`src/common/asrc_pkg.sv`:
```
package asrc_pkg;
   // -----------------------------------------------------------------
   // Memory geometry
   // -----------------------------------------------------------------
   localparam int ADDR_W = 17;
   localparam int DATA_W = 32;
   localparam int HALF_W = 16;

   // -----------------------------------------------------------------
   // Timing: figures in ns, counts derived from the 5 ns clock
   // -----------------------------------------------------------------
   localparam int CLK_NS = 5;
   localparam int T_ACCESS_NS = 15;   // Read access, least time.
   localparam int T_CYCLE_NS = 15;    // Read cycle, least time.
   localparam int T_WPULSE_NS = 15;   // Write pulse, least width.
   localparam int T_WLQZ_NS = 10;     // Write low to float, least wait.
   localparam int T_ACCESS_CYC = (T_ACCESS_NS + CLK_NS - 1) / CLK_NS;
   localparam int T_CYCLE_CYC = (T_CYCLE_NS + CLK_NS - 1) / CLK_NS;
   localparam int T_WPULSE_CYC = (T_WPULSE_NS + CLK_NS - 1) / CLK_NS;
   localparam int T_WLQZ_CYC = (T_WLQZ_NS + CLK_NS - 1) / CLK_NS;
   localparam int CNT_W = 4;
   localparam logic [CNT_W-1:0] CNT_RST = 4'h0;

   // Pin values after reset: deselected, strobes high, bus released.
   localparam logic [ADDR_W-1:0] ADDR_RST = 17'h00000;
   localparam logic [DATA_W-1:0] DATA_RST = 32'h00000000;

   // Strobe group that goes out to the memory pins.
   typedef struct packed {
      logic select_low_active_n;
      logic select_high_active;
      logic write_n;
      logic output_enable_n;
      logic upper_half_enable_n;
      logic lower_half_enable_n;
   } asrc_ctl_t;

   localparam asrc_ctl_t CTL_IDLE = '{1'b1, 1'b0, 1'b1, 1'b1, 1'b1, 1'b1};

   typedef enum logic [2:0] {
      ST_IDLE, ST_RD, ST_WR_SETUP, ST_WR_PULSE, ST_DONE
   } asrc_state_t;
endpackage

```
`src/core/asrc_ctrl.sv`:
```
// Behaviour
// - Read asserts output enable, write high.
// - Address held at least one read cycle.
// - Select-started read holds controls steady.
// - Write pulse keeps least width.
// - Wait float delay before driving bus.
// - Half enables follow the request, write high when reading.
module asrc_ctrl
   import asrc_pkg::*;
(
   input wire logic sys_clk,                     // System clock.
   input wire logic resetn,                      // Sync reset, active low.
   input wire logic req_valid,                   // Request strobe.
   input wire logic req_write,                   // 1 write, 0 read.
   input wire logic [ADDR_W-1:0] req_addr,       // Word address.
   input wire logic [DATA_W-1:0] req_wdata,      // Write data.
   input wire logic [1:0] req_half_n,            // {upper,lower}, low on.
   output logic req_ready,                       // Idle, takes request.
   output logic rsp_valid,                       // Done pulse.
   output logic [DATA_W-1:0] rsp_rdata,          // Read data.
   output logic [ADDR_W-1:0] mem_addr,           // Address pins.
   output asrc_ctl_t mem_ctl,                    // Strobe pins.
   output logic [DATA_W-1:0] mem_dq_out,         // Data pins, out.
   output logic [DATA_W-1:0] mem_dq_oe_n,        // Data enable, low drives.
   input wire logic [DATA_W-1:0] mem_dq_in       // Data pins, in.
);
   // -----------------------------------------------------------------
   // State
   // -----------------------------------------------------------------
   asrc_state_t state_reg, state_next;
   logic [CNT_W-1:0] cnt_reg, cnt_next;
   logic [DATA_W-1:0] dq_s1_reg, dq_s2_reg;
   logic req_ready_reg, req_ready_next;
   logic rsp_valid_reg, rsp_valid_next;
   logic [DATA_W-1:0] rdata_reg, rdata_next;
   logic [ADDR_W-1:0] addr_reg, addr_next;
   asrc_ctl_t ctl_reg, ctl_next;
   logic [DATA_W-1:0] dq_out_reg, dq_out_next;
   logic [DATA_W-1:0] oe_n_reg, oe_n_next;

   // Lane enables follow the half enables already on the pins, so a
   // request input that moves after the take cannot steer the bus.
   wire logic [DATA_W-1:0] lane_mask_n =
      {{HALF_W{ctl_reg.upper_half_enable_n}},
       {HALF_W{ctl_reg.lower_half_enable_n}}};
   wire logic [DATA_W-1:0] lane_keep = ~lane_mask_n;
   wire logic cnt_done = (cnt_reg == CNT_RST);
   wire logic take = req_valid && req_ready_reg;

   // -----------------------------------------------------------------
   // Pin input synchroniser
   // -----------------------------------------------------------------
   // The data pins are asynchronous to sys_clk, so two stages guard them.
   always_ff @(posedge sys_clk) begin
      dq_s1_reg <= mem_dq_in;
      dq_s2_reg <= dq_s1_reg;
   end

   // -----------------------------------------------------------------
   // Sequencer
   // -----------------------------------------------------------------
   // Each access is one deselect-to-deselect cycle, so every read is a
   // chip-select started read and the address never moves mid-cycle.
   always_comb begin
      state_next = state_reg;
      cnt_next = cnt_reg;
      req_ready_next = req_ready_reg;
      rsp_valid_next = 1'b0;
      rdata_next = rdata_reg;
      addr_next = addr_reg;
      ctl_next = ctl_reg;
      dq_out_next = dq_out_reg;
      oe_n_next = oe_n_reg;
      unique case (state_reg)
         ST_IDLE: begin
            if (take) begin
               req_ready_next = 1'b0;
               addr_next = req_addr;
               ctl_next.select_low_active_n = 1'b0;
               ctl_next.select_high_active = 1'b1;
               ctl_next.upper_half_enable_n = req_half_n[1];
               ctl_next.lower_half_enable_n = req_half_n[0];
               if (req_write) begin
                  // Write strobe first; the bus stays released while the
                  // memory drivers turn off.
                  ctl_next.write_n = 1'b0;
                  ctl_next.output_enable_n = 1'b1;
                  dq_out_next = req_wdata;
                  cnt_next = CNT_W'(T_WLQZ_CYC - 1);
                  state_next = ST_WR_SETUP;
               end else begin
                  // Read: output enable low, write strobe kept high.
                  ctl_next.write_n = 1'b1;
                  ctl_next.output_enable_n = 1'b0;
                  // One extra cycle per synchroniser stage, so the word
                  // sampled has settled before the first stage saw it.
                  cnt_next = CNT_W'(T_ACCESS_CYC + 2);
                  state_next = ST_RD;
               end
            end
         end
         ST_RD: begin
            // Address and strobes stay frozen for the cycle.
            if (cnt_done) begin
               rdata_next = dq_s2_reg & lane_keep;
               ctl_next = CTL_IDLE;
               rsp_valid_next = 1'b1;
               state_next = ST_DONE;
            end else begin
               cnt_next = cnt_reg - 1'b1;
            end
         end
         ST_WR_SETUP: begin
            if (cnt_done) begin
               // Only enabled lanes are driven; both off leaves it released.
               oe_n_next = lane_mask_n;
               cnt_next = CNT_W'(T_WPULSE_CYC - 1);
               state_next = ST_WR_PULSE;
            end else begin
               cnt_next = cnt_reg - 1'b1;
            end
         end
         ST_WR_PULSE: begin
            // The pulse runs from strobe low for at least its width.
            if (cnt_done) begin
               ctl_next = CTL_IDLE;
               rsp_valid_next = 1'b1;
               state_next = ST_DONE;
            end else begin
               cnt_next = cnt_reg - 1'b1;
            end
         end
         ST_DONE: begin
            // Data is held one cycle past the strobe rise for hold time.
            oe_n_next = {DATA_W{1'b1}};
            req_ready_next = 1'b1;
            state_next = ST_IDLE;
         end
      endcase
   end

   // -----------------------------------------------------------------
   // Registers
   // -----------------------------------------------------------------
   always_ff @(posedge sys_clk) begin
      if (!resetn) begin
         state_reg <= ST_IDLE;
         cnt_reg <= CNT_RST;
         req_ready_reg <= 1'b0;
         rsp_valid_reg <= 1'b0;
         rdata_reg <= DATA_RST;
         addr_reg <= ADDR_RST;
         ctl_reg <= CTL_IDLE;
         dq_out_reg <= DATA_RST;
         oe_n_reg <= {DATA_W{1'b1}};
      end else begin
         state_reg <= state_next;
         cnt_reg <= cnt_next;
         req_ready_reg <= (state_reg == ST_IDLE && !take) ? 1'b1
                                                           : req_ready_next;
         rsp_valid_reg <= rsp_valid_next;
         rdata_reg <= rdata_next;
         addr_reg <= addr_next;
         ctl_reg <= ctl_next;
         dq_out_reg <= dq_out_next;
         oe_n_reg <= oe_n_next;
      end
   end

   assign req_ready = req_ready_reg;
   assign rsp_valid = rsp_valid_reg;
   assign rsp_rdata = rdata_reg;
   assign mem_addr = addr_reg;
   assign mem_ctl = ctl_reg;
   assign mem_dq_out = dq_out_reg;
   assign mem_dq_oe_n = oe_n_reg;
endmodule

```
`config.mk`:
```
export PLATFORM = sky130hd
export DESIGN_NAME = asrc_ctrl
export DESIGN_NICKNAME = d
export VERILOG_FILES = /design/src/common/asrc_pkg.sv /design/src/core/asrc_ctrl.sv
export SDC_FILE = /design/constraint.sdc
export NUM_CORES = 1
export LEC_CHECK = 0
export ABC_AREA = 1
export BUFFER_PORTS_ARGS = -buffer_cell sky130_fd_sc_hd__buf_4
export CORE_MARGIN = 2
export CORE_UTILIZATION = 48
export DETAILED_ROUTE_END_ITERATION = 6
export HOLD_SLACK_MARGIN = 0.05
export MAX_ROUTING_LAYER = met4
export PLACE_DENSITY = 0.85
export SLEW_MARGIN = 20
export SYNTH_ARGS = -nofsm -noshare
export SYNTH_HDL_FRONTEND = slang
export SYNTH_SLANG_ARGS = --single-unit
```
`constraint.sdc`:
```
create_clock -name sys_clk -period 1.9 [get_ports sys_clk]
set_input_delay 0 -clock sys_clk [delete_from_list [all_inputs] [get_ports sys_clk]]
set_output_delay 0 -clock sys_clk [all_outputs]
set_load 0.02 [all_outputs]
```
==> results.tsv <==
stage	metric	value	unit
logic_synthesis	Netlist cell types	26	
placed_design	Placer Congestion	0.865	
cts	CTS tree	yes	
logic_synthesis	Syn Std Cell Area	0.00532	mm2
detailed_routing	Routed Wire Length	15300	um
die	die span in y	109	um
logic_synthesis	Post-Syn Nets	696	
die	Initial Util	0.490	
placed_design	Buffers on Ports	207	
detailed_routing	vias per cell	4.93	
placed_design	dpl cell area	0.00673	mm2
worst_setup_path	worst r2r src	state_reg[0]$_SDFFE_PN0P_	
worst_setup_path	Critical Path End Type	register	
layout	Final #Nets	964	
hold_path	worst hold path cell count	2	
worst_setup_path	CP Data Required Time	2.31	ns
worst_setup_path	crit path launch type	register	
logic_synthesis	Avg Cell Area, Syn	8.76	um2
die	die area	0.0119	mm2
power	power density cells	1350	mW/mm2
die	Site Rows	38	
cts	clock slew at reported path FFs	0.07	ns
sta	Final Critical Period	1.81	ns
sta	Worst slew margin	0.541	
detailed_routing	DR pass1 iterations	7	
hold_path	Hold EP	dq_s1_reg[14]$_DFF_P_	
die	Die X	109	um
sta	Peak Freq	553	MHz
logic_synthesis	sequential area share after synthesis	0.610	
detailed_routing	vias	5066	
cts	Worst-Skew Late Latency	0.52	ns
power	maximum vdd drop	0.786	mV
global_routing	Total GRT Usage	0.257	
layout	share of layout cells above drive strength 1	0.296	
layout	antenna diode count	0	
detailed_routing	wire length per cell	14.9	um
worst_setup_path	CP delay by family, top	buffers and inverters	
cts	buffer levels on the longest clock path	2	
worst_setup_path	worst reg2reg path endpoint	mem_dq_out[11]$_SDFFE_PN0P_	
placed_design	dpl cells	901	
detailed_routing	Starting DRT DRC Count	419	
run_status	outcome	complete, but fails checks	
sta	Period Utilization, post-route	0.953	
sta	measured slew at the worst slew-check pin	0.688	ns
layout	area grow syn2layout	55.0	%
sta	final-report hold violation count	0	
worst_setup_path	Worst EP arrival	2.22	ns
cts	root buf cell	clkbuf_8	
sta	Slew Viols, Final	0	
worst_setup_path	crit-path cells	inv_2 > nand2_2 > nor3_4 > nand2_8 > o21ai_2 > dlygate4sd3_1 > nor2_1	
run	Max Cap Violations	0	
sta	slack of the critical path	0.0902	ns
sta	Final setup violation count	0	
placed_design	Detailed Place HPWL	8560	um
layout	# fillers	671	
sta	skew final	0.00701	ns
worst_setup_path	largest fanout on the critical path	8	
layout	Non-Filler Instances	1028	
layout	commonest non-fill, non-tap cell in the layout	buf_4	
logic_synthesis	yosys synthesis warning count	0	
worst_setup_path	CP Class	reg -> reg	
detailed_routing	Detail Route Antenna Nets	0	
die	core region area	0.0108	mm2
power	Pleak	3.75	nW
worst_setup_path	Crit-path slowest cell	dlygate4sd3_1	
layout	leading cell types in the layout, fill and taps excluded	220 x buf_4, 162 x dfxtp_1, 114 x nor2_1, 92 x nand2_1, 88 x dlygate4sd3_1	
logic_synthesis	synthesized instance count	607	
cts	# H-tree levels	4	
layout	Design Area, Final	0.00824	mm2
global_routing	total grt overflow	0	
run_status	failing checks	DRC	
global_routing	first-pass GRT wire length	23000	um
placed_design	Place WS	0.138	ns
worst_setup_path	Slowest Stage Delay on Critical Path	0.59	ns
cts	Sink Count	162	
sta	RSZ-0062 raised after global routing	no	
worst_setup_path	length in cells of the worst reg-to-reg path	7	
cts	CTS buffer count	17	
worst_setup_path	Critical path buffers and inverters	2	
detailed_routing	# DRC	4	
sta	setup TNS	0	ns
hold_path	Hold Path Class	in -> reg	
global_routing	vias in the first global route	4875	
global_routing	antenna violations before repair	0	
die	io pins	208	
hold_path	hold_sp	mem_dq_in[14]	
global_routing	largest net degree at the start of global routing	49	
worst_setup_path	setup slack, reg-to-reg	0.09	ns
logic_synthesis	#FFs+latches synth	162	
Yosys cell counts:
library cell,n,area [um2]
nand4_1,3,18.8
nor2_1,114,428
ha_1,2,25.0
inv_1,29,109
nor3_4,1,16.3
buf_4,32,240
nand2_1,93,349
clkbuf_2,3,15.0
nand3_2,1,10.0
nor2_4,1,11.3
inv_2,1,3.75
nand3_1,25,125
buf_2,7,35.0
a21oi_1,38,190
nor2_2,1,6.26
o21ai_0,49,245
nor3_1,1,5.00
o21ai_1,18,90.1
or2_2,1,6.26
nand2_4,1,11.3
o22ai_1,3,18.8
buf_6,4,45.0
a31oi_1,1,6.26
clkinv_2,1,5.00
dfxtp_1,162,3240
clkbuf_1,15,56.3
report_power, final:
group	leakage (nW)	switching [W]	internal [W]	total, W
sequential	1.34	0.000349	0.00385	0.00420
clock	0.275	0.00145	0.00179	0.00323
combinational	2.14	0.00216	0.00150	0.00365
metrics by stage:
stage / total power (W) / hold slack (ns) / utilization
after floorplan: 0.00657 / 0.0277 / -
after global placement: 0.00750 / 0.104 / 0.620
after detailed placement: 0.00761 / 0.106 / 0.620
after CTS: 0.0110 / 0.101 / 0.753
after global routing: 0.0117 / 0.108 / 0.760
final: 0.0111 / 0.119 / 0.760
worst max-delay path by stage:
stage                                    from                     endpoint  slack (ns)  cells past startpoint
floorplan              req_ready$_SDFFE_PN0P_   mem_dq_out[5]$_SDFFE_PN0P_        0.36                      6
global placement    state_reg[0]$_SDFFE_PN0P_   mem_dq_out[0]$_SDFFE_PN0P_        0.26                      7
detailed placement  state_reg[2]$_SDFFE_PN0P_  mem_dq_out[28]$_SDFFE_PN0P_        0.14                      5
CTS                    req_ready$_SDFFE_PN0P_  mem_dq_out[11]$_SDFFE_PN0P_        0.02                      6
global route        state_reg[0]$_SDFFE_PN0P_  mem_dq_out[11]$_SDFFE_PN0P_       0.003                      7
finish              state_reg[0]$_SDFFE_PN0P_  mem_dq_out[11]$_SDFFE_PN0P_        0.09                      7
cell families after synthesis:
logic type,share of synthesized area
and+or+nand+nor,0.186
DFF,0.610
AOI/OAI and AO/OA,0.104
buffers and inverters,0.0958
adders and majority gates,0.00471
routing by layer:
layer,global-route usage,wire [um]
met4,0.0958,403
met5,-,0
met3,0.0723,1140
met1,0.267,5790
met2,0.461,7970
final cells by class:
type	instances	area, um2	area share
timing repair buffer	309	2550	0.310
inverter	31	118	0.0143
clock buffer	18	418	0.0507
clock inverter	14	144	0.0175
multi-input combinational	354	1590	0.193
sequential	162	3240	0.394
tap	140	175	0.0213
timing repair:
| item | CTS | global route |
|---|---|---|
| buffers inserted | 0 | 6 |
| setup endpoints to repair | 0 | 13 |
| hold buffers | 88 | 0 |
| resized for setup | 0 | 3 |
| hold endpoints to repair | 92 | 0 |
(Power assumes the default switching activity.)
